[config.mk]
export PLATFORM = sky130hd
export DESIGN_NAME = uabs_top
export DESIGN_NICKNAME = d
export VERILOG_FILES = /design/src/logic/uabs_pkg.sv /design/src/logic/uabs_bus_mon.sv /design/src/logic/uabs_line_port.sv /design/src/logic/uabs_top.sv
export VERILOG_INCLUDE_DIRS = /design/src /design/src/logic
export SDC_FILE = /design/constraint.sdc
export NUM_CORES = 1
export LEC_CHECK = 0
export BUFFER_PORTS_ARGS = -buffer_cell sky130_fd_sc_hd__buf_2
export CORE_MARGIN = 4
export CORE_UTILIZATION = 50
export DETAILED_ROUTE_END_ITERATION = 12
export PLACE_DENSITY = 0.74
export SYNTH_ARGS = -nofsm -noshare
export SYNTH_HDL_FRONTEND = slang
export SYNTH_SLANG_ARGS = --single-unit
[constraint.sdc]
create_clock -name clk_sys -period 4.5 [get_ports clk_sys]
set_clock_uncertainty 0.2 [all_clocks]
set_input_delay 0.45 -clock clk_sys [delete_from_list [all_inputs] [get_ports clk_sys]]
set_output_delay 0.45 -clock clk_sys [all_outputs]
set_load 0.02 [all_outputs]
[src/logic/uabs_defs.svh]
`ifndef UABS_DEFS_SVH
`define UABS_DEFS_SVH
// Behaviour
// - Address and wakeup register clears to all zeros at reset.
// - Address register is write-only: bit 0 wakeup enable, bits 7..1 device address.
// - Engine sets read-only suspended status bit 0 when the bus suspends.
// - Any change of the suspended bit, either direction, raises the USB interrupt.
// - Writing 1 to request bit 1 makes the device signal wakeup to the host.
// - Bus-reset indication bit 2 is set and cleared by the engine, not firmware.
// - A detected bus reset sets the reset indication and raises the USB interrupt.
// - Engine sets read-only resume bit 3 when the bus leaves suspend.
// - The resume bit stays asserted for 20 ms.
// - Setting the resume bit raises an interrupt able to wake the processor.
// - The resume bit clears when the suspended bit returns to 0.
// - Status bit 4 reads the negative data line level (data pin).
// - Status bit 5 reads the positive data line level (clock pin).
// - Write-only bit 6 sets the negative data line drive, reset value 1.
// - Write-only bit 7 sets the positive data line drive, reset value 1.
// - No bus activity for over 3 ms enters suspend and raises the interrupt.
// - A line input bit reads 0 unless its line output bit is 1.

// ----------------------------------------
// Register offsets and reset values
// ----------------------------------------
`define UABS_ADDR_DAW 8'h42
`define UABS_ADDR_BSC 8'h20
`define UABS_DAW_RST 8'h00
`define UABS_LINE_OUT_RST 1'b1

// ----------------------------------------
// Field positions
// ----------------------------------------
`define UABS_B_WAKE_EN 0
`define UABS_B_SUSPENDED 0
`define UABS_B_RWK 1
`define UABS_B_BRST 2
`define UABS_B_RES 3
`define UABS_B_DLI 4
`define UABS_B_CLI 5
`define UABS_B_DLO 6
`define UABS_B_CLO 7

// ----------------------------------------
// Timing
// ----------------------------------------
`define UABS_CLK_MHZ 40
`define UABS_IDLE_US 3000
`define UABS_IDLE_CYC (`UABS_IDLE_US * `UABS_CLK_MHZ)
`define UABS_RWK_HOLD_US 2
`define UABS_RWK_HOLD_CYC (`UABS_RWK_HOLD_US * `UABS_CLK_MHZ)
`define UABS_RESUME_US 20000
`define UABS_RESUME_CYC (`UABS_RESUME_US * `UABS_CLK_MHZ)
`define UABS_WAKE_DRIVE_US 10000
`define UABS_WAKE_DRIVE_CYC (`UABS_WAKE_DRIVE_US * `UABS_CLK_MHZ)
`define UABS_BUSRST_NS 2500
`define UABS_BUSRST_CYC ((`UABS_BUSRST_NS * `UABS_CLK_MHZ + 999) / 1000)
`endif

[src/logic/uabs_pkg.sv]
package uabs_pkg;
    // Bus condition seen by the suspend detector.
    typedef enum logic [1:0] {
        UABS_ACTIVE = 2'b00,
        UABS_SUSPENDED = 2'b01,
        UABS_RESUMING = 2'b11
    } uabs_bus_state_e;
    typedef logic [19:0] uabs_cnt_t;
    typedef logic [7:0] uabs_byte_t;
endpackage : uabs_pkg

[src/logic/uabs_bus_mon.sv]
`timescale 1ns/1ps
`include "uabs_defs.svh"
module uabs_bus_mon #(
    parameter int unsigned IDLE_CYC = `UABS_IDLE_CYC,
    parameter int unsigned RST_CYC = `UABS_BUSRST_CYC
) (
    input wire logic clk_sys,
    input wire logic rstn,
    input wire logic det_en,
    input wire logic dp_i,
    input wire logic dn_i,
    output logic suspended,
    output logic bus_rst,
    output logic res_start
);
    import uabs_pkg::*;

    uabs_bus_state_e state_q;
    uabs_bus_state_e state_d;
    uabs_cnt_t idle_cnt_q;
    uabs_cnt_t se0_cnt_q;
    logic line_j;
    logic line_se0;

    // Low-speed idle is D- high, D+ low; both low is SE0.
    assign line_j = dn_i & ~dp_i;
    assign line_se0 = ~dn_i & ~dp_i;
    assign suspended = state_q[0];

    // Counts idle cycles while the bus is active and detection runs.
    always_ff @(posedge clk_sys or negedge rstn)
    begin
        if (!rstn)
            idle_cnt_q <= '0;
        else if (!det_en || !line_j || state_q != UABS_ACTIVE)
            idle_cnt_q <= '0;
        else if (idle_cnt_q != uabs_cnt_t'(IDLE_CYC))
            idle_cnt_q <= idle_cnt_q + 20'h00001;
    end

    // Measures SE0 length; one pulse per long SE0 flags a bus reset.
    always_ff @(posedge clk_sys or negedge rstn)
    begin
        if (!rstn)
        begin
            se0_cnt_q <= '0;
            bus_rst <= 1'b0;
        end
        else
        begin
            bus_rst <= det_en && line_se0 && se0_cnt_q == uabs_cnt_t'(RST_CYC - 1);
            if (!det_en || !line_se0)
                se0_cnt_q <= '0;
            else if (se0_cnt_q != uabs_cnt_t'(RST_CYC))
                se0_cnt_q <= se0_cnt_q + 20'h00001;
        end
    end

    // Next bus condition.
    always_comb
    begin
        state_d = state_q;
        case (state_q)
            UABS_ACTIVE:
                if (det_en && line_j && idle_cnt_q == uabs_cnt_t'(IDLE_CYC))
                    state_d = UABS_SUSPENDED;
            UABS_SUSPENDED:
                if (bus_rst)
                    state_d = UABS_ACTIVE;
                else if (det_en && !line_j)
                    state_d = UABS_RESUMING;
            UABS_RESUMING:
                if (bus_rst || (det_en && line_j))
                    state_d = UABS_ACTIVE;
            default:
                state_d = UABS_ACTIVE;
        endcase
    end

    // State register and resume start pulse.
    always_ff @(posedge clk_sys or negedge rstn)
    begin
        if (!rstn)
        begin
            state_q <= UABS_ACTIVE;
            res_start <= 1'b0;
        end
        else
        begin
            state_q <= state_d;
            res_start <= state_q == UABS_SUSPENDED && state_d == UABS_RESUMING;
        end
    end
endmodule : uabs_bus_mon

[src/logic/uabs_line_port.sv]
`timescale 1ns/1ps
module uabs_line_port (
    input wire logic clk_sys,
    input wire logic rstn,
    input wire logic usb_mode,
    input wire logic drv_k,
    input wire logic dn_out,
    input wire logic dp_out,
    input wire logic dn_i,
    input wire logic dp_i,
    output logic dn_o,
    output logic dn_oe_n,
    output logic dp_o,
    output logic dp_oe_n,
    output logic dn_rd,
    output logic dp_rd
);
    import uabs_pkg::*;

    // Pin drivers: K state on wakeup in USB mode, open drain otherwise.
    always_ff @(posedge clk_sys or negedge rstn)
    begin
        if (!rstn)
        begin
            dn_o <= 1'b0;
            dp_o <= 1'b0;
            dn_oe_n <= 1'b1;
            dp_oe_n <= 1'b1;
        end
        else if (usb_mode)
        begin
            dn_o <= 1'b0;
            dp_o <= 1'b1;
            dn_oe_n <= ~drv_k;
            dp_oe_n <= ~drv_k;
        end
        else
        begin
            dn_o <= 1'b0;
            dp_o <= 1'b0;
            dn_oe_n <= dn_out;
            dp_oe_n <= dp_out;
        end
    end

    // Read-back is masked by the output bit, as on an open-drain line.
    always_ff @(posedge clk_sys or negedge rstn)
    begin
        if (!rstn)
        begin
            dn_rd <= 1'b0;
            dp_rd <= 1'b0;
        end
        else
        begin
            dn_rd <= dn_i & dn_out;
            dp_rd <= dp_i & dp_out;
        end
    end
endmodule : uabs_line_port

[src/logic/uabs_top.sv]
`timescale 1ns/1ps
`include "uabs_defs.svh"
module uabs_top #(
    parameter int unsigned IDLE_CYC = `UABS_IDLE_CYC,
    parameter int unsigned RESUME_CYC = `UABS_RESUME_CYC,
    parameter int unsigned WAKE_CYC = `UABS_WAKE_DRIVE_CYC
) (
    input wire logic clk_sys,
    input wire logic rstn,
    input wire logic [7:0] reg_addr,
    input wire uabs_pkg::uabs_byte_t reg_wdata,
    input wire logic reg_wr,
    input wire logic reg_rd,
    output uabs_pkg::uabs_byte_t reg_rdata,
    input wire logic usb_clock_enable,
    input wire logic usb_mode,
    input wire logic dn_i,
    input wire logic dp_i,
    output logic dn_o,
    output logic dn_oe_n,
    output logic dp_o,
    output logic dp_oe_n,
    output logic [6:0] device_address_field,
    output logic remote_wakeup_enable,
    output logic usb_irq,
    output logic resume_wake
);
    import uabs_pkg::*;

    // ----------------------------------------
    // Declarations
    // ----------------------------------------
    logic bus_suspended_bit;
    logic suspended_prev_q;
    logic suspended_chg;
    logic bus_rst_pulse;
    logic res_start;
    logic det_en;
    logic wr_daw;
    logic wr_bsc;
    logic rd_bsc;
    logic rd_daw;
    logic remote_wakeup_request_q;
    logic bus_reset_indication_q;
    logic resume_q;
    logic data_line_output_q;
    logic clock_line_output_q;
    logic data_line_input;
    logic clock_line_input;
    logic [7:0] hold_cnt_q;
    logic rwk_accept;
    logic drive_q;
    uabs_cnt_t drive_cnt_q;
    uabs_cnt_t res_cnt_q;
    uabs_byte_t bsc_view;

    // ----------------------------------------
    // Decode
    // ----------------------------------------

    // Strobe qualification by offset.
    assign wr_daw = reg_wr && reg_addr == `UABS_ADDR_DAW;
    assign wr_bsc = reg_wr && reg_addr == `UABS_ADDR_BSC;
    assign rd_daw = reg_rd && reg_addr == `UABS_ADDR_DAW;
    assign rd_bsc = reg_rd && reg_addr == `UABS_ADDR_BSC;

    // Detection needs the USB clock and USB mode, and pauses while the device drives wakeup,
    // until its pins are released, so the tail of its own K never looks like a host resume.
    assign det_en = usb_clock_enable && usb_mode && !drive_q && dp_oe_n;

    // ----------------------------------------
    // Submodules
    // ----------------------------------------

    // Suspend, resume and bus reset detector.
    uabs_bus_mon #(
        .IDLE_CYC(IDLE_CYC),
        .RST_CYC(`UABS_BUSRST_CYC)
    ) u_bus_mon (
        .clk_sys(clk_sys),
        .rstn(rstn),
        .det_en(det_en),
        .dp_i(dp_i),
        .dn_i(dn_i),
        .suspended(bus_suspended_bit),
        .bus_rst(bus_rst_pulse),
        .res_start(res_start)
    );

    // Pin drivers and masked read-back.
    uabs_line_port u_line_port (
        .clk_sys(clk_sys),
        .rstn(rstn),
        .usb_mode(usb_mode),
        .drv_k(drive_q),
        .dn_out(data_line_output_q),
        .dp_out(clock_line_output_q),
        .dn_i(dn_i),
        .dp_i(dp_i),
        .dn_o(dn_o),
        .dn_oe_n(dn_oe_n),
        .dp_o(dp_o),
        .dp_oe_n(dp_oe_n),
        .dn_rd(data_line_input),
        .dp_rd(clock_line_input)
    );

    // ----------------------------------------
    // Address and wakeup register
    // ----------------------------------------

    // Write-only; the engine sees the fields on the outputs.
    always_ff @(posedge clk_sys or negedge rstn)
    begin
        if (!rstn)
        begin
            device_address_field <= 7'(`UABS_DAW_RST >> 1);
            remote_wakeup_enable <= 1'(`UABS_DAW_RST & 8'h01);
        end
        else if (wr_daw)
        begin
            device_address_field <= reg_wdata[7:1];
            remote_wakeup_enable <= reg_wdata[`UABS_B_WAKE_EN];
        end
    end

    // ----------------------------------------
    // Status and control register
    // ----------------------------------------

    // Firmware-written bits of the status register.
    always_ff @(posedge clk_sys or negedge rstn)
    begin
        if (!rstn)
        begin
            remote_wakeup_request_q <= 1'b0;
            data_line_output_q <= `UABS_LINE_OUT_RST;
            clock_line_output_q <= `UABS_LINE_OUT_RST;
        end
        else if (wr_bsc)
        begin
            remote_wakeup_request_q <= reg_wdata[`UABS_B_RWK];
            data_line_output_q <= reg_wdata[`UABS_B_DLO];
            clock_line_output_q <= reg_wdata[`UABS_B_CLO];
        end
    end

    // Bus reset flag belongs to the engine: set on a detected reset,
    // cleared when the lines leave USB mode; a set wins.
    always_ff @(posedge clk_sys or negedge rstn)
    begin
        if (!rstn)
            bus_reset_indication_q <= 1'b0;
        else if (bus_rst_pulse)
            bus_reset_indication_q <= 1'b1;
        else if (!usb_mode)
            bus_reset_indication_q <= 1'b0;
    end

    // ----------------------------------------
    // Resume indication
    // ----------------------------------------

    // Suspended level of the previous cycle, for change detection.
    always_ff @(posedge clk_sys or negedge rstn)
    begin
        if (!rstn)
            suspended_prev_q <= 1'b0;
        else
            suspended_prev_q <= bus_suspended_bit;
    end

    assign suspended_chg = bus_suspended_bit ^ suspended_prev_q;

    // Resume bit: set on resume start, held by a timer, dropped
    // early when suspend falls; a new start wins over both.
    always_ff @(posedge clk_sys or negedge rstn)
    begin
        if (!rstn)
            resume_q <= 1'b0;
        else if (res_start)
            resume_q <= 1'b1;
        else if (suspended_chg && !bus_suspended_bit)
            resume_q <= 1'b0;
        else if (res_cnt_q == uabs_cnt_t'(RESUME_CYC))
            resume_q <= 1'b0;
    end

    // Hold timer for the resume bit.
    always_ff @(posedge clk_sys or negedge rstn)
    begin
        if (!rstn)
            res_cnt_q <= '0;
        else if (res_start || !resume_q)
            res_cnt_q <= '0;
        else if (res_cnt_q != uabs_cnt_t'(RESUME_CYC))
            res_cnt_q <= res_cnt_q + 20'h00001;
    end

    // ----------------------------------------
    // Remote wakeup
    // ----------------------------------------

    // The request must stand long enough before the engine takes it.
    always_ff @(posedge clk_sys or negedge rstn)
    begin
        if (!rstn)
            hold_cnt_q <= 8'h00;
        else if (!remote_wakeup_request_q)
            hold_cnt_q <= 8'h00;
        else if (hold_cnt_q != 8'(`UABS_RWK_HOLD_CYC))
            hold_cnt_q <= hold_cnt_q + 8'h01;
    end

    assign rwk_accept = remote_wakeup_request_q && hold_cnt_q == 8'(`UABS_RWK_HOLD_CYC - 1);

    // Drives K onto the bus for a fixed time when enabled and suspended.
    always_ff @(posedge clk_sys or negedge rstn)
    begin
        if (!rstn)
        begin
            drive_q <= 1'b0;
            drive_cnt_q <= '0;
        end
        else if (!drive_q)
        begin
            drive_cnt_q <= '0;
            if (rwk_accept && remote_wakeup_enable && bus_suspended_bit && usb_mode)
                drive_q <= 1'b1;
        end
        else if (drive_cnt_q == uabs_cnt_t'(WAKE_CYC - 1))
            drive_q <= 1'b0;
        else
            drive_cnt_q <= drive_cnt_q + 20'h00001;
    end

    // ----------------------------------------
    // Interrupt pulses
    // ----------------------------------------

    // One-cycle event pulses to the processor.
    always_ff @(posedge clk_sys or negedge rstn)
    begin
        if (!rstn)
        begin
            usb_irq <= 1'b0;
            resume_wake <= 1'b0;
        end
        else
        begin
            usb_irq <= suspended_chg || bus_rst_pulse || res_start;
            resume_wake <= res_start;
        end
    end

    // ----------------------------------------
    // Read path
    // ----------------------------------------

    // Readable view; write-only bits read as zero.
    always_comb
    begin
        bsc_view = 8'h00;
        bsc_view[`UABS_B_SUSPENDED] = bus_suspended_bit;
        bsc_view[`UABS_B_BRST] = bus_reset_indication_q;
        bsc_view[`UABS_B_RES] = resume_q;
        bsc_view[`UABS_B_DLI] = data_line_input;
        bsc_view[`UABS_B_CLI] = clock_line_input;
    end

    // Read data stand only in the cycle after the strobe.
    always_ff @(posedge clk_sys or negedge rstn)
    begin
        if (!rstn)
            reg_rdata <= 8'h00;
        else if (rd_bsc)
            reg_rdata <= bsc_view;
        else
            reg_rdata <= 8'h00;
    end
endmodule : uabs_top

==> results.md <==
* Outcome: finished, final reports clean
* Critical-path cell list: nand4b_1 -> or4_4 -> or4_1 -> nand2_1
* Chip Width at 117 um
* MaxCap Viol Count at 0
* Placed inst area at 0.00625 sq mm
* Post-DP HPWL at 8730 um
* # diodes at 0
* Crit path arrival time at 2.72 ns
* Buf/Inv on CP at 0
* Overall Global Routing Usage at 0.198
* Slew Limit Fails at 0
* Initial antenna violation count at 0
* Row cnt at 39
* Setup-failing EPs final at 0
* Yosys cell types at 49
* Share of layout cells above drive strength 1 at 0.135
* Register area share after synthesis at 0.501
* Setup CP Type: reg2reg
* Max IR drop VDD at 256 uV
* Synth Area in Compound Gates at 0.0816
* Unrepaired setup endpoints after global routing: false
* Flops & latches, synth at 119
* Port Buffers at 41
* Vias in the first global route at 4615
* DRT Pass-1 Iters at 5
* Post-CTS Setup Inserts at 0
* Io pins at 46
* Synth Instances at 603
* Design Area, Final at 0.00682 sq mm
* Clock Sinks at 119
* Final-layout fill cell count at 964
* Post-DR wirelength/cell at 15.5 um
* Placed cell count at 769
* Die area at 0.0137 sq mm
* Tightest Pin Transition at 0.734 ns
* Worst path slowest cell: or4_4
* Worst-path fanout max at 19
* Switching part of the total at 0.195
* Root Buffer: clkbuf_16
* Post-CTS sizing at 0
* Post-route insts no fill at 800
* Top area cells in the synthesized netlist: dfrtp_1 48%, xor2_1 3.2%, nand3_1 3.1%
* Period minus WS final at 2.57 ns
* Leakage power at 0.00291 uW
* Final Hold Vio Count at 0
* Hold_buf cts at 1
* Via density at 5.83
* Simple-gate share of the synthesized area at 0.266
* Final setup TNS at 0 ns
* Clk pin slew, worst setup/hold paths at 0.05 ns
* Synth top cells by count: 115 x dfrtp_1, 45 x nor2_1, 41 x nand2_1
* Largest net degree at the start of global routing at 46
* Skew-Pair Late Insertion Delay at 0.41 ns
* Total number of yosys warnings at 0
* P_sw at 476 uW
* DRC Markers at 0
* Post-synth EDFFs at 0
* Adder-Cell Fraction of Synth Area at 0.0210
* Clock share of power at 0.532
* Synth Area in XOR/XNOR at 0.0604
* Top cell type by total area after synthesis: dfrtp_1
* Syn avg cell area at 9.87 sq um
* CP Capture Type: register
* CP top delay family: simple AND/OR/NAND/NOR gates
* Fmax at 0.389 GHz
* Crit path required time at 4.64 ns
* Internal power at 1960 uW
* Final net count at 680
* Combinational power share at 0.024
* Vias at 4662
* Largest family of logic cells by synthesized area: simple AND/OR/NAND/NOR gates
* CTS tree: done
* First-pass GRT wire length at 21500 um
* GR Overflow Total at 0
* Count leader, synth: dfrtp_1
* Num CTS Buffers at 17
* Slew margin rel. at 0.511
* ANT nets after route at 0
* GPL Wtd Cong at 0.862
* WL final at 12400 um
* Deepest clock path buffer count at 2
* CTS H-tree lvls at 4
* Slowest stage delay, CP at 0.74 ns
* Initial core utilization at 0.517
* Sequential power share at 0.444
* Synth top area share at 0.484
* CP Launch Type: register
* DR iter-0 viols at 307
* Ys flop type: dfrtp_1
* Final worst-path cycle share at 0.572
* Core Area at 0.0115 sq mm
* FFs w/ async S/R, synth at 1.00
* Die Y at 117 um
* Mapped Area at 0.00595 sq mm
* P&R area growth vs syn at 14.7%
* Mux contribution to synthesized area at 0.0345
* HP Class: in2reg
* Pwr/cell area at 358 mW/mm^2
## final timing paths
path	from	slack, ns	cells past startpoint	endpoint
hold / removal	usb_mode	0.03	1	u_line_port.dp_o
max in group asynchronous	rstn	2.73	3	u_bus_mon.se0_cnt_q[12]
setup reg to reg	drive_q	1.93	4	u_bus_mon.idle_cnt_q[12]
setup / recovery	drive_q	1.93	4	u_bus_mon.idle_cnt_q[12]
hold reg to reg	u_bus_mon.res_start	0.25	0	resume_wake
min in group asynchronous	rstn	0.38	2	drive_cnt_q[19]
## cells in the final DEF, fill, tap and decap left out, types with 15 or more instances in the layout
cell type,netlist,routed
clkbuf_16,0,17
nand2_1,41,41
buf_2,3,40
nor3_1,15,15
xor2_1,22,22
nor2_1,45,45
o21ai_0,27,27
xnor2_1,19,19
and2_1,18,18
a21oi_1,36,36
nand4_1,24,24
inv_1,23,23
nand3_1,37,37
or4_1,21,21
dfrtp_1,115,115
## power groups by stage
| stage | logic, uW | registers, uW | clock network, uW |
|---|---|---|---|
| after CTS | 60.7 | 1080 | 1330 |
| after floorplan | 14.9 | 1110 | 0 |
| after global routing | 66.8 | 1080 | 1390 |
| final | 58.6 | 1080 | 1300 |
| after detailed placement | 59.8 | 1100 | 0 |
| after global placement | 57.6 | 1100 | 0 |
## cell families after synthesis
logic type | after synthesis
AND/OR/NAND/NOR | 282
flip-flops | 119
AO/OA/AOI/OAI | 85
buffers and inverters | 46
XOR/XNOR | 41
multiplexers | 19
adder cells (fa/ha/maj) | 10
other | 1
## final cells by class
type | count | area (sq um) | area share
sequential | 119 | 2980 | 0.437
timing repair buffer | 44 | 233 | 0.0341
clock buffer | 27 | 503 | 0.0737
clock inverter | 3 | 65.1 | 0.00953
multi-input combinational | 441 | 2780 | 0.407
inverter | 23 | 86.3 | 0.0127
tap | 143 | 179 | 0.0262
## metal layers
layer	share of wire	vias up	global-route usage
li1	-	2253	-
met1	0.44	2281	0.249
met2	0.51	112	0.325
met3	0.042	16	0.0648
met5	0	-	0
met4	0.013	0	0.0688
## sequential cells by signal (all words and copies together) (netlist names), 2 cells and up
register and flops:
res_cnt_q 20, u_bus_mon.state_q 2, u_bus_mon.idle_cnt_q 20, hold_cnt_q 8, reg_rdata 5, device_address_field 7, u_bus_mon.se0_cnt_q 20, drive_cnt_q 20
## stage by stage
step                setup slack (ns)   util  total power, uW  hold slack (ns)
floorplan                       2.26      -             1120          -0.0456
global placement                1.97  0.542             1160            0.228
detailed placement              1.95  0.542             1160            0.232
CTS                             1.93  0.593             2480          0.00938
global route                    1.75  0.593             2540           0.0171
finish                          1.93  0.593             2440           0.0327
Note: power is estimated with default switching activity, not from simulation.
